--- src/ppm_map.svh ---
// Constants of the port pin mux and I/O latch.
// Assumes inclusion by bare name from the design file.
`ifndef PPM_MAP_SVH
`define PPM_MAP_SVH

`define PPM_WIDTH 16
`define PPM_REG_DATA 2'h0
`define PPM_REG_DIR 2'h1
`define PPM_REG_MODE 2'h2
`define PPM_REG_FUNC 2'h3
`define PPM_DATA_RST 16'h0000
`define PPM_DIR_RST 16'hffff
`define PPM_MODE_RST 16'h0000
`define PPM_FUNC_RST 16'h0000
`define PPM_OP_CLEAR 2'h0
`define PPM_OP_SET 2'h1
`define PPM_OP_INVERT 2'h2
`define PPM_KIND_SRAM 2'h0
`define PPM_KIND_DRAM 2'h1
`define PPM_KIND_SDRAM 2'h2
`define PPM_FSEL_MASK 16'h0f24
`define PPM_CSRAS_MASK 16'h005a
`define PPM_STROBE_MASK 16'h3000
`define PPM_BYTE_LO 1'h0
`define PPM_BYTE_HI 1'h1

`endif

--- src/ppm_pkg.sv ---
// Types of the port pin mux and I/O latch.
// Assumes ppm_map.svh is compiled in the same unit.
package ppm_pkg;

    typedef logic [1:0] ppm_reg_sel_type;
    typedef logic [1:0] ppm_bit_op_type;
    typedef logic [1:0] ppm_mem_kind_type;
    typedef logic [15:0] ppm_word_type;

endpackage

--- src/ppm_port.sv ---
// One 16-pin I/O port with output latch, direction, mode and
// function-select registers, alternate-function mux and byte bit ops.
// Assumes CPU-side strobes on clock; pin inputs are asynchronous.
`timescale 1ns/1ns
`default_nettype none
`include "ppm_map.svh"

module ppm_port (
    input wire logic clock,
    input wire logic nrst,
    input wire logic wr_en,
    input wire ppm_pkg::ppm_reg_sel_type wr_sel,
    input wire logic [1:0] wr_be,
    input wire ppm_pkg::ppm_word_type wr_data,
    input wire logic rd_en,
    input wire ppm_pkg::ppm_reg_sel_type rd_sel,
    input wire logic bit_en,
    input wire ppm_pkg::ppm_bit_op_type bit_op,
    input wire logic [3:0] bit_pos,
    input wire ppm_pkg::ppm_word_type alt_first,
    input wire ppm_pkg::ppm_word_type alt_second,
    input wire ppm_pkg::ppm_word_type alt_third,
    input wire ppm_pkg::ppm_word_type alt_oe,
    input wire ppm_pkg::ppm_mem_kind_type mem_kind,
    input wire ppm_pkg::ppm_word_type pin_in,
    output var ppm_pkg::ppm_word_type pin_out,
    output var ppm_pkg::ppm_word_type pin_oe,
    output var ppm_pkg::ppm_word_type alt_in,
    output var ppm_pkg::ppm_word_type rd_data,
    output var logic rd_valid
);

    ppm_pkg::ppm_word_type data_q;
    ppm_pkg::ppm_word_type data_d;
    ppm_pkg::ppm_word_type dir_q;
    ppm_pkg::ppm_word_type dir_d;
    ppm_pkg::ppm_word_type mode_q;
    ppm_pkg::ppm_word_type mode_d;
    ppm_pkg::ppm_word_type func_q;
    ppm_pkg::ppm_word_type func_d;
    ppm_pkg::ppm_word_type sync1_q;
    ppm_pkg::ppm_word_type sync2_q;
    ppm_pkg::ppm_word_type sync3_q;
    ppm_pkg::ppm_word_type level_q;
    ppm_pkg::ppm_word_type level_d;
    ppm_pkg::ppm_word_type pin_out_q;
    ppm_pkg::ppm_word_type pin_out_d;
    ppm_pkg::ppm_word_type pin_oe_q;
    ppm_pkg::ppm_word_type pin_oe_d;
    ppm_pkg::ppm_word_type rd_data_q;
    ppm_pkg::ppm_word_type rd_data_d;
    logic rd_valid_q;

    // Alternate-function source selection
    wire ppm_pkg::ppm_word_type fsel_mask = `PPM_FSEL_MASK;
    wire ppm_pkg::ppm_word_type csras_mask = `PPM_CSRAS_MASK;
    wire ppm_pkg::ppm_word_type strobe_mask = `PPM_STROBE_MASK;
    wire logic kind_dram = (mem_kind == `PPM_KIND_DRAM);
    wire logic kind_sdram = (mem_kind == `PPM_KIND_SDRAM);
    wire ppm_pkg::ppm_word_type kind_dram_w = {`PPM_WIDTH{kind_dram}};
    wire ppm_pkg::ppm_word_type kind_sdram_w = {`PPM_WIDTH{kind_sdram}};
    wire logic kind_any_dram = kind_dram | kind_sdram;
    wire ppm_pkg::ppm_word_type kind_any_w = {`PPM_WIDTH{kind_any_dram}};

    // First function at 0, second at 1
    wire ppm_pkg::ppm_word_type fsel_val =
        (func_q & alt_second) | (~func_q & alt_first);
    // Row strobe for DRAM-type accesses, chip select otherwise
    wire ppm_pkg::ppm_word_type csras_val =
        (kind_any_w & alt_second) | (~kind_any_w & alt_first);
    // Write strobe, column strobe or data mask by memory type
    wire ppm_pkg::ppm_word_type strobe_val =
        (kind_dram_w & alt_second) | (kind_sdram_w & alt_third) |
        (~kind_any_w & alt_first);
    wire ppm_pkg::ppm_word_type plain_mask =
        ~(fsel_mask | csras_mask | strobe_mask);
    wire ppm_pkg::ppm_word_type alt_val =
        (fsel_mask & fsel_val) | (csras_mask & csras_val) |
        (strobe_mask & strobe_val) | (plain_mask & alt_first);

    // Pin drive: control mode overrides latch and direction
    wire ppm_pkg::ppm_word_type port_drive = data_q;
    // Port mode drives only when direction is output
    wire ppm_pkg::ppm_word_type port_oe = ~dir_q;
    // Control mode: direction comes from the alternate function
    wire ppm_pkg::ppm_word_type ctrl_oe = alt_oe;

    // Readback per pin
    wire ppm_pkg::ppm_word_type out_view =
        (mode_q & alt_val) | (~mode_q & data_q);
    wire ppm_pkg::ppm_word_type port_view =
        (dir_q & level_q) | (~dir_q & out_view);

    // Bit manipulation on a whole byte
    wire logic bit_hi = bit_pos[3];
    wire logic [2:0] bit_idx = bit_pos[2:0];
    wire logic [7:0] bit_mask = 8'h01 << bit_idx;
    wire logic [7:0] byte_lo = port_view[7:0];
    wire logic [7:0] byte_hi = port_view[15:8];
    wire logic [7:0] byte_rd = bit_hi ? byte_hi : byte_lo;
    wire logic op_set = (bit_op == `PPM_OP_SET);
    wire logic op_clear = (bit_op == `PPM_OP_CLEAR);
    wire logic op_invert = (bit_op == `PPM_OP_INVERT);
    wire logic [7:0] byte_set = byte_rd | bit_mask;
    wire logic [7:0] byte_clr = byte_rd & ~bit_mask;
    wire logic [7:0] byte_inv = byte_rd ^ bit_mask;
    wire logic [7:0] byte_new =
        op_set ? byte_set : (op_clear ? byte_clr :
        (op_invert ? byte_inv : byte_rd));
    wire logic bit_wr_lo = bit_en & (bit_hi == `PPM_BYTE_LO);
    wire logic bit_wr_hi = bit_en & (bit_hi == `PPM_BYTE_HI);

    // Register write decode
    wire logic wr_data_sel = wr_en & (wr_sel == `PPM_REG_DATA);
    wire logic wr_dir_sel = wr_en & (wr_sel == `PPM_REG_DIR);
    wire logic wr_mode_sel = wr_en & (wr_sel == `PPM_REG_MODE);
    wire logic wr_func_sel = wr_en & (wr_sel == `PPM_REG_FUNC);
    wire ppm_pkg::ppm_word_type be_w =
        {{8{wr_be[1]}}, {8{wr_be[0]}}};
    wire ppm_pkg::ppm_word_type wr_merge_data =
        (be_w & wr_data) | (~be_w & data_q);
    wire ppm_pkg::ppm_word_type wr_merge_dir =
        (be_w & wr_data) | (~be_w & dir_q);
    wire ppm_pkg::ppm_word_type wr_merge_mode =
        (be_w & wr_data) | (~be_w & mode_q);
    wire ppm_pkg::ppm_word_type wr_merge_func =
        (be_w & wr_data) | (~be_w & func_q);
    wire ppm_pkg::ppm_word_type bit_merge =
        {bit_wr_hi ? byte_new : data_q[15:8],
         bit_wr_lo ? byte_new : data_q[7:0]};

    // Latch holds unless written; a plain write beats a bit op
    assign data_d = wr_data_sel ? wr_merge_data :
        (bit_en ? bit_merge : data_q);
    assign dir_d = wr_dir_sel ? wr_merge_dir : dir_q;
    assign mode_d = wr_mode_sel ? wr_merge_mode : mode_q;
    assign func_d = wr_func_sel ? wr_merge_func : func_q;

    // Pin level counts once second and third stages agree
    wire ppm_pkg::ppm_word_type sync_agree = ~(sync2_q ^ sync3_q);
    assign level_d = (sync_agree & sync3_q) | (~sync_agree & level_q);

    // Stale latch shows if not preset before mode switch
    assign pin_out_d = (mode_q & alt_val) | (~mode_q & port_drive);
    assign pin_oe_d = (mode_q & ctrl_oe) | (~mode_q & port_oe);

    // Read mux; reads never touch the latch
    wire logic rd_is_data = (rd_sel == `PPM_REG_DATA);
    wire logic rd_is_dir = (rd_sel == `PPM_REG_DIR);
    wire logic rd_is_mode = (rd_sel == `PPM_REG_MODE);
    assign rd_data_d = rd_is_data ? port_view :
        (rd_is_dir ? dir_q : (rd_is_mode ? mode_q : func_q));

    always_ff @(posedge clock) begin
        if (!nrst) begin
            data_q <= `PPM_DATA_RST;
            dir_q <= `PPM_DIR_RST;
            mode_q <= `PPM_MODE_RST;
            func_q <= `PPM_FUNC_RST;
        end else begin
            data_q <= data_d;
            dir_q <= dir_d;
            mode_q <= mode_d;
            func_q <= func_d;
        end
    end

    always_ff @(posedge clock) begin
        if (!nrst) begin
            sync1_q <= `PPM_DATA_RST;
            sync2_q <= `PPM_DATA_RST;
            sync3_q <= `PPM_DATA_RST;
            level_q <= `PPM_DATA_RST;
        end else begin
            sync1_q <= pin_in;
            sync2_q <= sync1_q;
            sync3_q <= sync2_q;
            level_q <= level_d;
        end
    end

    always_ff @(posedge clock) begin
        if (!nrst) begin
            pin_out_q <= `PPM_DATA_RST;
            pin_oe_q <= `PPM_DATA_RST;
            rd_data_q <= `PPM_DATA_RST;
            rd_valid_q <= 1'b0;
        end else begin
            pin_out_q <= pin_out_d;
            pin_oe_q <= pin_oe_d;
            rd_data_q <= rd_en ? rd_data_d : rd_data_q;
            rd_valid_q <= rd_en;
        end
    end

    assign pin_out = pin_out_q;
    assign pin_oe = pin_oe_q;
    assign alt_in = level_q;
    assign rd_data = rd_data_q;
    assign rd_valid = rd_valid_q;

endmodule

`default_nettype wire

--- config.mk ---
export PLATFORM = sky130hd
export DESIGN_NAME = ppm_port
export DESIGN_NICKNAME = d
export VERILOG_FILES = /design/src/ppm_pkg.sv /design/src/ppm_port.sv
export VERILOG_INCLUDE_DIRS = /design/src
export SDC_FILE = /design/constraint.sdc
export NUM_CORES = 1
export LEC_CHECK = 0
export ABC_AREA = 1
export BUFFER_PORTS_ARGS = -buffer_cell sky130_fd_sc_hd__buf_4
export CORE_UTILIZATION = 51
export CTS_BUF_LIST = sky130_fd_sc_hd__clkbuf_4
export CTS_CLUSTER_DIAMETER = 30
export DETAILED_ROUTE_END_ITERATION = 10
export PLACE_DENSITY = 0.87
export SLEW_MARGIN = 20
export SYNTH_ARGS = -nofsm -noshare
export SYNTH_HDL_FRONTEND = slang
export SYNTH_SLANG_ARGS = --single-unit
--- constraint.sdc ---
create_clock -name clock -period 3.6 [get_ports clock]
set_input_delay 0.36 -clock clock [delete_from_list [all_inputs] [get_ports clock]]
set_output_delay 0.36 -clock clock [all_outputs]
set_load 0.1 [all_outputs]
# Yosys cells after proc, flatten, opt, wreduce, memory -nomap -nowiden
# Index checks and enable logic that the tools add are counted.
dict set report totals {
  regBits 177
  in_bits 115
  out_inout_bits 65
  wordCells 96
}
dict set report classes {
  eq_ne 9
  shift 1
  mux 11
  bitwise_logic 54
  reduce_logical 8
}
# operator n
set op_table {}
lappend op_table {{$and 16x16->16} 13}
lappend op_table {{$or 16x16->16} 8}
lappend op_table {{$mux 16} 5}
lappend op_table {{$not 16->16} 5}
lappend op_table {{$mux 8} 6}
lappend op_table {{$and 14x14->14} 3}
lappend op_table {{$or 14x14->14} 2}
lappend op_table {{$and 12x12->12} 2}
lappend op_table {{$or 14x16->16} 1}
lappend op_table {{$xor 16x16->16} 1}
lappend op_table {{$not 14->14} 1}
lappend op_table {{$or 12x14->14} 1}
lappend op_table {{$not 12->12} 1}
lappend op_table {{$or 12x12->12} 1}
lappend op_table {{$or 12x7->12} 1}
lappend op_table {{$eq 2x2->1 const B} 5}
lappend op_table {{$and 8x8->8} 1}
lappend op_table {{$eq 2x1->1 const B} 4}
lappend op_table {{$not 8->8} 1}
lappend op_table {{$or 8x8->8} 1}
lappend op_table {{$shl 1x3->8 const A} 1}
lappend op_table {{$xor 8x8->8} 1}
lappend op_table {{$and 7x7->7} 1}
lappend op_table {{$or 7x7->7} 1}
lappend op_table {{other kinds (6)} 16}

# Depth between registers and ports, before layout
# Gate-level depths: netlist (run 1).
dict set report logic_depth {
  word_depth 20
  depth_mapped 14
  depth_no_buf 14
}

# Worst setup path after synthesis (run 1)
# OpenSTA, ideal clock, no wires.
dict set report synth_timing {
  kind {register to register}
  startpoint {reg with a tool-made name}
  endpoint {reg with a tool-made name}
  setup_time_ns 0.143
  t_arrival_ns 2.123
  required_ns 3.457
  path_slack_ns 1.334
  stages_incl_launch_ff 9
  path_buffers 0
  synth_period_minus_slack_ns 2.266
  path_cell_list {dfxtp_1 -> inv_1 -> o211ai_1 -> nand2_1 -> ha_1 -> a221oi_1 -> nand2_1 -> nand3_1 -> a21oi_1}
}

==> impl_metrics.yaml, run 1 <==
global_routing:
  grt_overflow: 0
  grt_max_degree: 82
  grt_pass1_wl_mm: 32.0
  antenna_found_initial: 1
  grt.total_usage: 0.275
  grt_pass1_vias: 6626
sta:
  rsz0062_at_grt: "false"
  worstMarginPinSlew_ns: 1.07
  skew_ns: 0.0199
  finalHoldViolations: 0
  max-slew-margin-rel: 0.288
  finalSetupTns_ns: 0
  slew_viol_final: 0
  period_share: 0.565
  setup_viol: 0
  max_freq_mhz: 492
  post-route-min-period_ns: 2.03
yosys:
  yosysUniqueCellTypes: 33
  ys_ff_latch: 177
  syn_inst: 1007
  synth_largest_area_cell: "dfxtp_1"
  yosys_warnings: 0
  synth.area.top_cells: "dfxtp_1 47%, nand2_1 11%, o21ai_0 5.8%"
  synth.top_cell.area_share: 0.465
  post_synth.cell_area_avg_um2: 7.56
  synth_seq_area_share: 0.465
  synth.net_count: 1140
  syn_area_um2: 7610
setup_path:
  arrival_ns: 2.54
  crit_type: "reg -> reg"
  cp-end-kind: "register"
  cp.required_ns: 4.10
  reg2reg_slack_ns: 1.57
  startpoint_type: "register"
  rr_worst_depth: 10
  cp_max_fo: 2
power:
  irDropWorstVdd_mv: 0.218
  leakage_nw: 4.51
  power_density_nw_per_um2: 420
routing:
  drt-initial-drc-count: 652
  via_per_inst: 5.25
  ant_nets: 0
  drt_wl_total_mm: 20.4
  routedWlPerCell_um: 14.8
  drc: 0
  drt_pre_antenna_iters: 5
  vias: 7239
clock_network:
  cts_num_sinks: 177
  cts_resized: 0
  clk_pin_slew_worst_paths_ns: 0.15
  clk_latency_ns: 0.60
  root_buffer: "clkbuf_4"
  cts_tree: "yes"
  htree_levels: 4
  clockBufferDepth: 2
  cts_made_buffers: 17
placement:
  placed_area_um2: 8860
  place_congestion: 0.899
  port_buffers: 161
  hpwl_mm: 14.1
finish:
  final_nets: 1315
  final_cell_area_um2: 9470
  syn2layout_area_growth_pct: 24.4
  drive_above_1_share: 0.210
run_status:
  outcome: "finished clean"
min_path:
  hp-class: "in -> reg"
  holdPathStages: 3
die:
  rows: 44
  die_x_um: 124
  pin_count: 180
  start_util: 0.524
  die-area_um2: 15400
  fp.dieH_um: 124
  coreArea_um2: 14500
job:
  maxCapViolCount: 0
[critical path: stages, from the launching register on]
cell,delay [ns]
dfxtp_1,0.35
or2_2,0.31
nand3_1,0.12
nand3_1,0.19
nand2_1,0.16
inv_1,0.06
ha_1,0.18
a221oi_1,0.30
nand2_1,0.10
nand2_1,0.11
a21oi_1,0.08
[worst min path at each step]
stage / startpoint / end / slack, ns
after floorplan: sync1_q[0] / sync2_q[0] / 0.39
after global placement: sync1_q[7] / sync2_q[7] / 0.39
after detailed placement: sync1_q[12] / sync2_q[12] / 0.40
after CTS: alt_oe[14] / pin_oe[14] / 0.005
after global routing: alt_oe[5] / pin_oe[5] / 0.01
final: alt_oe[14] / pin_oe[14] / 0.04
[Yosys cell counts (all sizes together)]
| cell type | number |
|---|---|
| nand2 | 222 |
| dfxtp | 177 |
| inv | 138 |
| o21ai | 137 |
| a21oi | 81 |
| nor2 | 74 |
| nand3 | 56 |
| buf | 22 |
| clkbuf | 18 |
| ha | 18 |
| o211ai | 16 |
| a31oi | 13 |
| a211oi | 12 |
| or2 | 8 |
| a221oi | 7 |
| nor3 | 4 |
| nand4 | 2 |
| a21boi | 1 |
| o31ai | 1 |
[area by class of cell]
class | instances | area, um^2
fill | 1237 | 5060
sequential | 177 | 3540
multi-input combinational | 652 | 3340
timing repair buffer | 196 | 1550
inverter | 138 | 520
tap | 184 | 230
clock inverter | 15 | 155
clock buffer | 17 | 128
antenna | 1 | 2.50
[per-layer routing]
| layer | up-vias | part of all wire | GRT usage | routed length, um |
|---|---|---|---|---|
| li1 | 3640 | - | - | - |
| met1 | 3216 | 0.41 | 0.336 | 8320 |
| met2 | 335 | 0.46 | 0.444 | 9410 |
| met3 | 48 | 0.10 | 0.0769 | 2110 |
| met4 | 0 | 0.029 | 0.132 | 595 |
| met5 | - | 0 | 0 | 0 |
[logic make-up (layout without fill, tap and decap cells)]
kind of cell	count (synthesis)	count (layout)	synth area share
AOI/OAI and AO/OA	268	268	0.200
adders and majority gates	18	18	0.0296
buffers and inverters	178	366	0.0965
DFF	177	177	0.465
other	0	1	0
and+or+nand+nor	366	366	0.209
[report_power, final]
group | switching [W] | internal, W
Combinational | 0.000517 | 0.000240
Sequential | 0.0000423 | 0.00205
Clock | 0.000712 | 0.000417
Total | 0.00127 | 0.00270
[cells in the final DEF, fill, tap and decap left out, types with 3 or more instances in the layout]
master / Yosys / final
a211oi_2: 12 / 12
nor2_4: 7 / 7
a21oi_1: 81 / 81
nand2_2: 3 / 4
nor2_1: 64 / 64
a31oi_1: 13 / 13
inv_6: 0 / 5
buf_4: 5 / 164
clkbuf_4: 0 / 17
o211ai_1: 16 / 16
inv_1: 118 / 118
nor3_2: 3 / 3
clkinv_1: 0 / 3
dlygate4sd3_1: 0 / 32
o21ai_1: 47 / 47
nand3_1: 54 / 54
a221oi_1: 7 / 7
clkinvlp_4: 0 / 3
nand2_1: 218 / 217
o21ai_0: 89 / 89
nor2_2: 3 / 3
inv_2: 19 / 19
or2_2: 5 / 5
or2_1: 3 / 3
ha_1: 18 / 18
dfxtp_1: 177 / 177
[timing repair]
action,4_1_cts,5_1_grt
hold buffers,32,0
buffers inserted,0,0
endpoints found under the hold margin,39,0
endpoints found under the setup margin,0,0
[stage by stage]
stage / instances / utilization / hold slack (ns) / setup WS, ns / power [W]
2_1_floorplan: 1007 / - / 0.390 / 1.33 / 0.00263
3_3_place_gp: 1315 / 0.610 / 0.392 / 1.11 / 0.00284
3_5_place_dp: 1315 / 0.610 / 0.398 / 1.04 / 0.00285
4_1_cts: 1379 / 0.651 / 0.00507 / 1.64 / 0.00399
5_1_grt: 1380 / 0.652 / 0.0110 / 1.42 / 0.00415
6_report: 1380 / 0.652 / 0.0350 / 1.57 / 0.00397
No activity file was read; power rests on OpenSTA's default activity.
==> run 2, diff against run 1 <==
==> constraint.sdc (replaced) <==
create_clock -name clock -period 2 [get_ports clock]
set_input_delay 0.2 -clock clock [delete_from_list [all_inputs] [get_ports clock]]
set_output_delay 0.2 -clock clock [all_outputs]
set_load 0.1 [all_outputs]
==> run 2 against run 1 <==
Die area stayed put. Via count up 5.3%. Flip-flop and latch count is the same. Combinational power up 94%. Fmax rose by 6.3%. Largest cell class unchanged.
==> impl_metrics.yaml, run 2 (synthesis gave the netlist of run 1 again) <==
die:
  rows: 44
  fp.dieH_um: 124
  coreArea_um2: 14500
  die-area_um2: 15400
  die_x_um: 124
  start_util: 0.524
  pin_count: 180
sta:
  setup_viol: 0
  max-slew-margin-rel: 0.559
  finalSetupTns_ns: 0
  period_share: 0.956
  skew_ns: 0.0204
  finalHoldViolations: 0
  max_freq_mhz: 523
  setup_ws_ns: 0.0871
  slew_viol_final: 0
  worstMarginPinSlew_ns: 0.661
  post-route-min-period_ns: 1.91
setup_path:
  worst_path_largest_cell_delay_ns: 0.38
  arrival_ns: 2.36
  startpoint_type: "register"
  cp.required_ns: 2.45
  cp_max_fo: 2
  crit_type: "reg -> reg"
  crit_chain: "or2_1 -> nand3_1 -> nand3_2 -> nand2_1 -> inv_1 -> ha_1 -> a221oi_1 -> nand2_1 -> nand3_1 -> a21oi_1"
  cp-end-kind: "register"
  cp_slowest_cell: "dfxtp_1"
finish:
  final_common_cell: "nand2_1"
  final_nets: 1368
  drive_above_1_share: 0.232
  antenna_cells: 0
  most-common-layout-cells: "217 x nand2_1, 172 x buf_4, 157 x dfxtp_1, 118 x inv_1, 88 x o21ai_0"
  syn2layout_area_growth_pct: 32.5
  fillers: 1135
  final_cell_area_um2: 10100
global_routing:
  grt.total_usage: 0.295
  grt_pass1_wl_mm: 34.2
  grt_pass1_vias: 6969
  grt_overflow: 0
  antenna_found_initial: 0
  grt_max_degree: 65
clock_network:
  htree_levels: 4
  clockBufferDepth: 2
  clk_latency_ns: 0.57
  cts_tree: "yes"
  clk_pin_slew_worst_paths_ns: 0.13
  root_buffer: "clkbuf_4"
  cts_made_buffers: 17
  cts_num_sinks: 177
job:
  maxCapViolCount: 0
routing:
  routedWlPerCell_um: 15.5
  vias: 7623
  ant_nets: 0
  drt_pre_antenna_iters: 5
  drc: 0
  via_per_inst: 5.33
  drt-initial-drc-count: 732
  drt_wl_total_mm: 22.2
power:
  p_int_w: 0.00522
  leakage_nw: 4.78
  power_density_nw_per_um2: 735
  sw_frac_of_total: 0.295
  power_frac_clock: 0.294
  p_switching_w: 0.00219
  power_w: 0.00741
  irDropWorstVdd_mv: 0.437
  pwr-share-comb: 0.198
  pwr-share-seq: 0.508
placement:
  hpwl_mm: 15.1
  port_buffers: 161
  place_congestion: 0.954
  dp_slack_ns: -0.238
  placed_area_um2: 8970
min_path:
  hp-class: "in -> reg"
run_status:
  outcome: "finished clean"
run 2: cell types whose count changed in the layout (fill, tap and decap cells not counted), sizes merged, moves of 2 or more:
cell,delta
buf,+10
bufinv,+2
clkbuf,+5
clkinvlp,-3
dlygate4sd3,+43
inv,-5
run 2: stage by stage:
stage                     hold WS [ns]  std cells  utilization
after detailed placement         0.384       1324        0.618
final                           0.0513       1430        0.694
after global routing            0.0389       1430        0.694
after global placement           0.380       1324        0.618
after CTS                      0.00788       1429        0.690
after floorplan                  0.298       1007            -
run 2: worst paths after layout:
kind / end / depth (start not counted) / slack (ns) / startpoint
hold reg to reg: sync2_q[12] / 2 / 0.41 / sync1_q[12]
hold / removal: register / 4 / 0.05 / bit_en
setup / recovery: register / 10 / 0.09 / register
setup reg to reg: register / 10 / 0.09 / register
run 2: power groups by stage:
stage               registers [W]  logic, W  clock network (W)
floorplan                 0.00422  0.000505                  0
global placement          0.00384   0.00131                  0
detailed placement        0.00384   0.00133                  0
CTS                       0.00376   0.00144            0.00222
global route              0.00378   0.00157            0.00236
finish                    0.00377   0.00147            0.00218
run 2: repair_timing:
| action | CTS | global route |
|---|---|---|
| setup buffers | 0 | 1 |
| hold buffers | 75 | 0 |
| setup endpoints to repair | 0 | 13 |
| hold endpoints to repair | 120 | 0 |
| gates resized for setup | 0 | 15 |
run 2: cell type report:
cell class                      count  area (um^2)  share of cell area
Clock buffer                       22          165              0.0164
Multi-Input combinational cell    652         3390               0.336
Tap cell                          184          230              0.0228
Sequential cell                   177         3570               0.354
Inverter                          138          520              0.0516
Clock inverter                      8          138              0.0136
Timing Repair Buffer              249         2080               0.206
run 2: critical path: cells and delay by family, from the launching register on:
family / cells / cell delay [ns]
adder cells (fa/ha/maj): 1 / 0.17
AND/OR/NAND/NOR: 6 / 0.81
AO/OA/AOI/OAI: 2 / 0.38
buffers and inverters: 1 / 0.05
flip-flops: 1 / 0.38
run 2: layer usage:
layer  vias up  share of wire  GRT usage
met5         -              0          0
met4         0          0.046      0.177
met3        73           0.10     0.0659
met2       398           0.45      0.465
met1      3400           0.40      0.366
li1       3752              -          -
